`config.mk`:
```
export PLATFORM = sky130hd
export DESIGN_NAME = ctz_decoder
export DESIGN_NICKNAME = d
export VERILOG_FILES = /design/src/hw/ctz_pkg.sv /design/src/hw/ctz_decoder.sv
export SDC_FILE = /design/constraint.sdc
export NUM_CORES = 1
export LEC_CHECK = 0
export BUFFER_PORTS_ARGS = -buffer_cell sky130_fd_sc_hd__buf_2
export CAP_MARGIN = 10
export CORE_ASPECT_RATIO = 1.4
export CORE_MARGIN = 1.5
export CORE_UTILIZATION = 50
export CTS_CLUSTER_SIZE = 10
export DETAILED_ROUTE_END_ITERATION = 10
export PLACE_DENSITY = 0.7
export SKIP_LAST_GASP = 1
export SYNTH_ARGS = -nofsm -noshare
export SYNTH_HDL_FRONTEND = slang
export SYNTH_SLANG_ARGS = --single-unit
```
`constraint.sdc`:
```
create_clock -name CLK -period 5.1 [get_ports CLK]
set_input_delay 0.255 -clock CLK [delete_from_list [all_inputs] [get_ports CLK]]
set_output_delay 0.255 -clock CLK [all_outputs]
set_load 0.005 [all_outputs]
```
`src/hw/ctz_pkg.sv`:
```
// shared constants and types for the transfer, test and wait decoder
package ctz_pkg;
  // ---------------------------------------------------------------
  // opcodes handled by this group
  // ---------------------------------------------------------------
  localparam logic [7:0] OP_TAP     = 8'h84;
  localparam logic [7:0] OP_FLG_TO_ACC = 8'h85;
  localparam logic [7:0] OP_ACC_TO_IDX = 8'h97;
  localparam logic [7:0] OP_IDX_TO_ACC = 8'h9F;
  localparam logic [7:0] OP_STK_TO_IDX = 8'h95;
  localparam logic [7:0] OP_IDX_TO_STK = 8'h94;
  localparam logic [7:0] OP_WAIT    = 8'h8F;
  localparam logic [7:0] OP_ZT_DIR   = 8'h3D;
  localparam logic [7:0] OP_ZT_ACC   = 8'h4D;
  localparam logic [7:0] OP_ZT_IDX   = 8'h5D;
  localparam logic [7:0] OP_ZT_SHORT = 8'h6D;
  localparam logic [7:0] OP_ZT_PLAIN = 8'h7D;
  localparam logic [7:0] OP_PREFIX  = 8'h9E;
  localparam logic [7:0] OP_ZT_STK   = 8'h6D;
  // ---------------------------------------------------------------
  // flag positions and reset values
  // ---------------------------------------------------------------
  localparam int         FLG_V      = 7;
  localparam int         FLG_I      = 3;
  localparam int         FLG_N      = 2;
  localparam int         FLG_Z      = 1;
  localparam logic [7:0] FLG_FIXED  = 8'h60;
  localparam logic [7:0] FLG_RESET  = 8'h68;
  localparam logic [15:0] SP_RESET  = 16'h00FF;
  localparam logic [7:0] PAGE0_HI   = 8'h00;
  // ---------------------------------------------------------------
  // types
  // ---------------------------------------------------------------
  typedef enum logic [3:0] {
    AM_IMPL, AM_DIR, AM_FULL, AM_XPLAIN, AM_XSHORT, AM_XLONG,
    AM_XPOST, AM_XSHORT_POST, AM_SSHORT, AM_SLONG, AM_DDREL
  } ctz_mode_e;
  typedef struct packed {
    logic [7:0]  a;
    logic [7:0]  x;
    logic [7:0]  h;
    logic [15:0] sp;
    logic [7:0]  flags;
  } ctz_regs_s;
endpackage
```
`src/hw/ctz_decoder.sv`:
```
// decode and execute of transfer, test-against-zero and wait operations
//
// Overview of operation
// RULE1: test sets N,Z, clears V, others kept
// RULE2: test forms 3D..9E6D take 3,1,1,3,2,4 cycles
// RULE3: wait 8F clears interrupt mask only
// RULE4: wait gates core clock until interrupt
// RULE5: 84 two cycles; 85, 9F, 97 one
// RULE6: 95 gives SP+1, 94 gives HX-1
// RULE7: plain indexed address is HX itself
// RULE8: short indexed adds unsigned byte to HX
// RULE9: long indexed adds high-low offset to HX
// RULE10: short stack mode adds byte to SP
// RULE11: long stack mode adds two bytes to SP
// RULE12: full address mode fetches high then low
// RULE13: direct byte selects first 256 bytes
// RULE14: direct-plus-relative gives address then offset
// RULE15: post-increment plain uses HX then increments
// RULE16: post-increment offset adds byte, increments HX
// RULE17: implied mode fetches no operand bytes
`timescale 1ns/1ps
module ctz_decoder (
  // clock and reset
  input  wire logic              CLK,
  input  wire logic              RST_N,
  // instruction byte stream
  output logic                   FETCH_REQ,
  input  wire logic [7:0]        FETCH_BYTE,
  // operand memory read
  output logic                   MEM_RD,
  output logic [15:0]            MEM_ADDR,
  input  wire logic [7:0]        MEM_RDATA,
  // addressing for opcodes outside this group
  input  wire logic              EA_REQ,
  input  wire ctz_pkg::ctz_mode_e EA_MODE,
  output logic                   EA_VALID,
  output logic [15:0]            EA,
  output logic [7:0]             REL_OFS,
  output logic                   FOREIGN,
  // interrupt and clock gating
  input  wire logic              IRQ,
  output logic                   CORE_CLK_EN,
  // cpu registers
  output ctz_pkg::ctz_regs_s     REGS
);
  // ---------------------------------------------------------------
  // reset release and interrupt synchroniser
  // ---------------------------------------------------------------
  logic rst_m_q, rst_n;
  logic irq_m_q, irq_s_q;

  always_ff @(posedge CLK or negedge RST_N) begin
    if (!RST_N) begin
      rst_m_q <= 1'b0;
      rst_n   <= 1'b0;
    end else begin
      rst_m_q <= 1'b1;
      rst_n   <= rst_m_q;
    end
  end

  always_ff @(posedge CLK or negedge rst_n) begin
    if (!rst_n) begin
      irq_m_q <= 1'b0;
      irq_s_q <= 1'b0;
    end else begin
      irq_m_q <= IRQ;
      irq_s_q <= irq_m_q;
    end
  end

  // ---------------------------------------------------------------
  // helpers
  // ---------------------------------------------------------------
  function automatic logic [1:0] opnd_len(input ctz_pkg::ctz_mode_e m);
    case (m)
      ctz_pkg::AM_DIR, ctz_pkg::AM_XSHORT, ctz_pkg::AM_XSHORT_POST,
      ctz_pkg::AM_SSHORT:               opnd_len = 2'd1;
      ctz_pkg::AM_FULL, ctz_pkg::AM_XLONG, ctz_pkg::AM_SLONG,
      ctz_pkg::AM_DDREL:                opnd_len = 2'd2;
      default:                          opnd_len = 2'd0; // RULE17
    endcase
  endfunction

  // offsets are unsigned; the relative byte is passed on untouched
  function automatic logic [15:0] calc_ea(input ctz_pkg::ctz_mode_e m,
                                          input logic [15:0] ob,
                                          input logic [15:0] hx,
                                          input logic [15:0] sp);
    case (m)
      ctz_pkg::AM_DIR:   calc_ea = {ctz_pkg::PAGE0_HI, ob[7:0]}; // RULE13
      ctz_pkg::AM_DDREL: calc_ea = {ctz_pkg::PAGE0_HI, ob[15:8]}; // RULE14
      ctz_pkg::AM_FULL:  calc_ea = ob; // RULE12
      ctz_pkg::AM_XPLAIN,
      ctz_pkg::AM_XPOST: calc_ea = hx; // RULE7 RULE15
      ctz_pkg::AM_XSHORT,
      ctz_pkg::AM_XSHORT_POST:
        calc_ea = hx + {8'h00, ob[7:0]}; // RULE8 RULE16
      ctz_pkg::AM_XLONG: calc_ea = hx + ob; // RULE9
      ctz_pkg::AM_SSHORT: calc_ea = sp + {8'h00, ob[7:0]}; // RULE10
      ctz_pkg::AM_SLONG: calc_ea = sp + ob; // RULE11
      default:           calc_ea = 16'h0000;
    endcase
  endfunction

  function automatic logic [7:0] zt_flags(input logic [7:0] c,
                                          input logic [7:0] v);
    zt_flags = c;
    zt_flags[ctz_pkg::FLG_V] = 1'b0; // RULE1
    zt_flags[ctz_pkg::FLG_N] = v[7];
    zt_flags[ctz_pkg::FLG_Z] = (v == 8'h00);
  endfunction

  // ---------------------------------------------------------------
  // sequencer
  // ---------------------------------------------------------------
  typedef enum logic [2:0] {
    ST_OPC, ST_PFX, ST_OPND, ST_READ, ST_EXEC, ST_WAIT
  } ctz_state_e;

  ctz_state_e          st_q, st_d;
  ctz_pkg::ctz_regs_s  r_q, r_d;
  ctz_pkg::ctz_mode_e  mode_q, mode_d;
  logic [1:0]          left_q, left_d;
  logic [15:0]         opnd_q, opnd_d;
  logic [7:0]          op_q, op_d;
  logic                zt_q, zt_d;
  logic                fetch_q, fetch_d, rd_q, rd_d, eav_q, eav_d;
  logic                frn_q, frn_d, clken_q, clken_d;
  logic [15:0]         addr_q, addr_d, ea_q, ea_d;
  logic [7:0]          rel_q, rel_d;
  logic [15:0]         hx, ea_w;

  always_comb begin
    st_d    = st_q;
    r_d     = r_q;
    mode_d  = mode_q;
    left_d  = left_q;
    opnd_d  = opnd_q;
    op_d    = op_q;
    zt_d    = zt_q;
    fetch_d = fetch_q;
    rd_d    = 1'b0;
    addr_d  = addr_q;
    eav_d   = 1'b0;
    ea_d    = ea_q;
    rel_d   = rel_q;
    frn_d   = 1'b0;
    clken_d = clken_q;
    hx      = {r_q.h, r_q.x};
    ea_w    = 16'h0000;
    case (st_q)
      ST_OPC: begin
        op_d  = FETCH_BYTE;
        zt_d  = 1'b1;
        case (FETCH_BYTE)
          ctz_pkg::OP_ZT_ACC:
            r_d.flags = zt_flags(r_q.flags, r_q.a); // RULE2
          ctz_pkg::OP_ZT_IDX:
            r_d.flags = zt_flags(r_q.flags, r_q.x); // RULE2
          ctz_pkg::OP_ACC_TO_IDX: r_d.x = r_q.a; // RULE5
          ctz_pkg::OP_FLG_TO_ACC: r_d.a = r_q.flags; // RULE5
          ctz_pkg::OP_IDX_TO_ACC: r_d.a = r_q.x; // RULE5
          ctz_pkg::OP_TAP, ctz_pkg::OP_STK_TO_IDX,
          ctz_pkg::OP_IDX_TO_STK: begin
            fetch_d = 1'b0; // RULE5 RULE6
            st_d    = ST_EXEC;
          end
          ctz_pkg::OP_WAIT: begin
            r_d.flags[ctz_pkg::FLG_I] = 1'b0; // RULE3
            fetch_d = 1'b0;
            clken_d = 1'b0; // RULE4
            st_d    = ST_WAIT;
          end
          ctz_pkg::OP_ZT_DIR: begin
            mode_d = ctz_pkg::AM_DIR; // RULE2
            left_d = 2'd1;
            st_d   = ST_OPND;
          end
          ctz_pkg::OP_ZT_SHORT: begin
            mode_d = ctz_pkg::AM_XSHORT; // RULE2
            left_d = 2'd1;
            st_d   = ST_OPND;
          end
          ctz_pkg::OP_ZT_PLAIN: begin
            fetch_d = 1'b0; // RULE2
            rd_d    = 1'b1;
            addr_d  = calc_ea(ctz_pkg::AM_XPLAIN, 16'h0000, hx, r_q.sp);
            st_d    = ST_READ;
          end
          ctz_pkg::OP_PREFIX: st_d = ST_PFX;
          default: begin
            frn_d = 1'b1;
            zt_d  = 1'b0;
            if (EA_REQ) begin
              mode_d = EA_MODE;
              left_d = opnd_len(EA_MODE);
              if (opnd_len(EA_MODE) == 2'd0) begin
                eav_d = 1'b1; // RULE17
                ea_d  = calc_ea(EA_MODE, 16'h0000, hx, r_q.sp);
                if (EA_MODE == ctz_pkg::AM_XPOST)
                  {r_d.h, r_d.x} = hx + 16'h0001; // RULE15
              end else begin
                st_d = ST_OPND;
              end
            end
          end
        endcase
      end
      ST_PFX: begin
        if (FETCH_BYTE == ctz_pkg::OP_ZT_STK) begin
          mode_d = ctz_pkg::AM_SSHORT; // RULE2
          left_d = 2'd1;
          st_d   = ST_OPND;
        end else begin
          frn_d = 1'b1;
          st_d  = ST_OPC;
        end
      end
      ST_OPND: begin
        opnd_d = {opnd_q[7:0], FETCH_BYTE}; // high byte arrives first
        left_d = left_q - 2'd1;
        if (left_q == 2'd1) begin
          ea_w = calc_ea(mode_q, opnd_d, hx, r_q.sp);
          if (mode_q == ctz_pkg::AM_XSHORT_POST)
            {r_d.h, r_d.x} = hx + 16'h0001; // RULE16
          if (zt_q) begin
            rd_d    = 1'b1;
            addr_d  = ea_w;
            fetch_d = 1'b0;
            st_d    = ST_READ;
          end else begin
            eav_d = 1'b1;
            ea_d  = ea_w;
            rel_d = opnd_d[7:0]; // RULE14
            st_d  = ST_OPC;
          end
        end
      end
      ST_READ: begin
        r_d.flags = zt_flags(r_q.flags, MEM_RDATA); // RULE1
        fetch_d = 1'b1;
        st_d    = ST_OPC;
      end
      ST_EXEC: begin
        case (op_q)
          ctz_pkg::OP_TAP:
            r_d.flags = r_q.a | ctz_pkg::FLG_FIXED; // RULE5
          ctz_pkg::OP_STK_TO_IDX:
            {r_d.h, r_d.x} = r_q.sp + 16'h0001; // RULE6
          default:         r_d.sp = hx - 16'h0001; // RULE6
        endcase
        fetch_d = 1'b1;
        st_d    = ST_OPC;
      end
      ST_WAIT: begin
        if (irq_s_q) begin
          clken_d = 1'b1; // RULE4
          fetch_d = 1'b1;
          st_d    = ST_OPC;
        end
      end
      default: st_d = ST_OPC;
    endcase
  end

  always_ff @(posedge CLK or negedge rst_n) begin
    if (!rst_n) begin
      st_q    <= ST_OPC;
      r_q     <= '{8'h00, 8'h00, 8'h00, ctz_pkg::SP_RESET,
                   ctz_pkg::FLG_RESET};
      mode_q  <= ctz_pkg::AM_IMPL;
      left_q  <= 2'd0;
      opnd_q  <= 16'h0000;
      op_q    <= 8'h00;
      zt_q    <= 1'b0;
      fetch_q <= 1'b1;
      rd_q    <= 1'b0;
      addr_q  <= 16'h0000;
      eav_q   <= 1'b0;
      ea_q    <= 16'h0000;
      rel_q   <= 8'h00;
      frn_q   <= 1'b0;
      clken_q <= 1'b1;
    end else begin
      st_q    <= st_d;
      r_q     <= r_d;
      mode_q  <= mode_d;
      left_q  <= left_d;
      opnd_q  <= opnd_d;
      op_q    <= op_d;
      zt_q    <= zt_d;
      fetch_q <= fetch_d;
      rd_q    <= rd_d;
      addr_q  <= addr_d;
      eav_q   <= eav_d;
      ea_q    <= ea_d;
      rel_q   <= rel_d;
      frn_q   <= frn_d;
      clken_q <= clken_d;
    end
  end

  assign FETCH_REQ   = fetch_q;
  assign MEM_RD      = rd_q;
  assign MEM_ADDR    = addr_q;
  assign EA_VALID    = eav_q;
  assign EA          = ea_q;
  assign REL_OFS     = rel_q;
  assign FOREIGN     = frn_q;
  assign CORE_CLK_EN = clken_q;
  assign REGS        = r_q;
endmodule

```
==> results_dict.tcl <==
set metrics [dict create \
    outcome "finished clean" \
    syn_area_sq_mm 0.00929 \
    synth_compound_area_share_pct 24.0 \
    synth_top_family_by_area "compound AO/OA/AOI/OAI gates" \
    timing.final.crit_share_pct 76.2 \
    rr_startpoint "mode_q[1]" \
    nets 1255 \
    drcViolationCount 0 \
    synth_seq_cells 122 \
    crit_chain "nor4b_4 -> buf_4 -> nand2_1 -> o21ai_0 -> ha_1 -> inv_1 -> fa_1 -> nand3b_1 -> a211oi_1 -> o211ai_1 -> xnor2_1 -> a221oi_1 -> o31a_1 -> o22ai_1" \
    fp.dieH_um 164 \
    critical_path_required_ns 5.42 \
    port_buffers 116 \
    crit_start "mode_q[1]" \
    drive_gt1_share_pct 19.4 \
    min_period_ns 3.89 \
    path_buf_inv 2 \
    ant_nets 0 \
    initial_core_util_pct 51.4 \
    routed_wl_mm 31.8 \
    wl_per_cell_um 22.0 \
    rrSetupSlack_ns 1.21 \
    synthAdderAreaFrac_pct 5.28 \
    hold_class "input pin to asynchronous set/reset pin" \
    slowest_delay_ns 0.66 \
    syn_avg_cell_area_sq_um 8.27 \
    rsz0062_at_grt "no" \
    post_cts_resized 0 \
    drv_slew 0 \
    diodes 0 \
    first_global_vias 8924 \
    ys_warn_count 0 \
    dp_slack_ns 1.29 \
    leakage_nw 4.66 \
    postCtsSetupBuffers 0 \
    path_max_fanout 27 \
    maxCapViolCount 0 \
    finalSetupViolCount 0 \
    synthArstFlopShare_pct 100 \
    synth_cells 1123 \
    muxShareOfSynthArea_pct 6.52 \
    clkSlewWorstSetupHoldPaths_ns 0.06 \
    synth_commonest_cells "nand2_1 (132), a21oi_1 (111), dfrtp_1 (110)" \
    cts_hold_buf 2 \
    synth_top_area_cell "dfrtp_1" \
    critPathKind "flip-flop to flip-flop" \
    synth_edf_count 0 \
    synth_ff_type "dfrtp_1" \
    synth_seq_area_share_pct 33.0 \
    placed_area_sq_mm 0.00994 \
    yosys.area_share.simple_pct 20.7 \
    synth_top_cells_by_area "dfrtp_1 (30%), a21oi_1 (6.0%), nand2_1 (5.3%), ha_1 (4.8%), mux2_2 (4.4%)" \
    critical_path.slowest_cell "dfrtp_1" \
    end_kind "flip-flop" \
    cts_tree "yes" \
    syn_nets 1185 \
    dp_hpwl_mm 22.5 \
    die_w_um 118 \
    grt_antenna_before_repair 0 \
    core_area_sq_mm 0.0181 \
    finClkSkew_ns 0.0114 \
    drt_first_pass_iters 5 \
    clock_sinks 122 \
    grt_pass1_wl_mm 49.4 \
    vias 9306 \
    fin_util_pct 58.4 \
    place.gp.congestion 0.945 \
    fp-row-count 58 \
    htreeDepth 4 \
    overflow 0 \
    pin_count 117 \
    cts_made_buffers 17 \
    synth.top_cell.area_share_pct 29.6 \
    synthToLayoutAreaGrowth_pct 13.5 \
    grt_max_degree 65 \
    fin_ws_ns 1.21 \
    cts_buffer_depth 2 \
    peakVddDrop_mv 0.425 \
    max_freq_mhz 257 \
    hold_viol 0 \
    gr-usage-all-layers_pct 33.0 \
    relSlewSlack_pct 37.0 \
    power_density_mw_per_mm2 619 \
    cp.arrival_ns 4.20 \
    synth_most_common_cell "nand2_1" \
    viasPerCell 6.44 \
    root_buffer "clkbuf_16" \
    synth_cell_types 86 \
    synth_xor_area_share_pct 5.18 \
    final_area_sq_mm 0.0105 \
    worst_slew_pin_slew_ns 0.944 \
    cp-start-kind "flip-flop" \
    drtIter0Drc 877 \
    clkLatencyLatePin_ns 0.44 \
    critPathTopFamily "compound AO/OA/AOI/OAI gates" \
    die_area_sq_mm 0.0194 \
    finalSetupTns_ns 0 \
    fillers 1676 \
]
## report_power, final
part | switching (mW) | leakage (nW) | total [mW] | internal (mW)
sequential | 0.678 | 1.51 | 2.05 | 1.37
clock | 0.462 | 0.282 | 1.24 | 0.780
combinational | 1.90 | 2.87 | 3.24 | 1.34
total | 3.04 | 4.66 | 6.53 | 3.49
## path summary, 6_finish.rpt
path                       cells past startpoint      end
max                                           14   EA[10]
min                                            2  rst_m_q
max reg2reg                                   14   EA[10]
min reg2reg                                    0    rst_n
max in group asynchronous                      1   EA[11]
min in group CLK                               3  op_q[0]
## routing by layer
| metal | GRT usage [%] | part of all wire (%) | vias up |
|---|---|---|---|
| li1 | - | - | 4243 |
| met1 | 39.0 | 38 | 4397 |
| met2 | 56.6 | 48 | 527 |
| met3 | 5.94 | 7.3 | 139 |
| met4 | 18.6 | 5.9 | 0 |
| met5 | 0 | 0 | - |
## flip-flops by register name (all words and copies together), names as in the netlist
signal       count
CORE_CLK_EN      1
EA              16
EA_VALID         1
FETCH_REQ        1
FOREIGN          1
MEM_ADDR        16
MEM_RD           1
REGS            47
REL_OFS          8
irq_m_q          1
irq_s_q          1
left_q           2
mode_q           4
op_q             8
opnd_q           8
rst_m_q          1
rst_n            1
st_q             3
zt_q             1
## worst register-to-register path: cells and delay by family, from the launching register on
| kind | cells | cell delay (ns) |
|---|---|---|
| adder cells (fa/ha/maj) | 2 | 0.60 |
| XOR/XNOR | 1 | 0.16 |
| flip-flops | 1 | 0.66 |
| AO/OA/AOI/OAI | 6 | 1.30 |
| AND/OR/NAND/NOR | 3 | 0.63 |
| buffers and inverters | 2 | 0.42 |
## layout by cell type (no fill, tap or decap), drive strengths merged, types with 20 or more instances in the layout
cell,instances
buf,133
nand2,132
a21oi,111
dfrtp,110
nor2,106
o21ai,82
mux2,36
ha,36
xnor2,32
inv,25
nor3,24
clkbuf,24
xor2,23
nand3,22
mux2i,20
## cells by family (layout without fill, tap and decap cells)
family | Yosys count | after routing
AO/OA/AOI/OAI | 344 | 344
AND/OR/NAND/NOR | 396 | 396
adder cells (fa/ha/maj) | 38 | 38
other | 1 | 1
buffers and inverters | 111 | 194
flip-flops | 122 | 122
multiplexers | 56 | 56
XOR/XNOR | 55 | 55
## cell type report
type	instances	area, sq um	area share [%]
multi-input cells	890	5760	54.6
flip-flops and latches	122	3070	29.1
clock inverters	8	125	1.19
clock buffers	24	462	4.38
inverters	27	103	0.973
repair buffers	135	728	6.90
well taps	240	300	2.85
## metrics by stage
| step | power (mW) | instances | hold slack (ns) |
|---|---|---|---|
| floorplan | 4.06 | 1123 | -0.0406 |
| global placement | 5.16 | 1412 | 0.0409 |
| detailed placement | 5.20 | 1412 | 0.0433 |
| CTS | 6.45 | 1446 | 0.128 |
| global route | 6.92 | 1446 | 0.140 |
| finish | 6.53 | 1446 | 0.122 |
(Power assumes the default switching activity.)
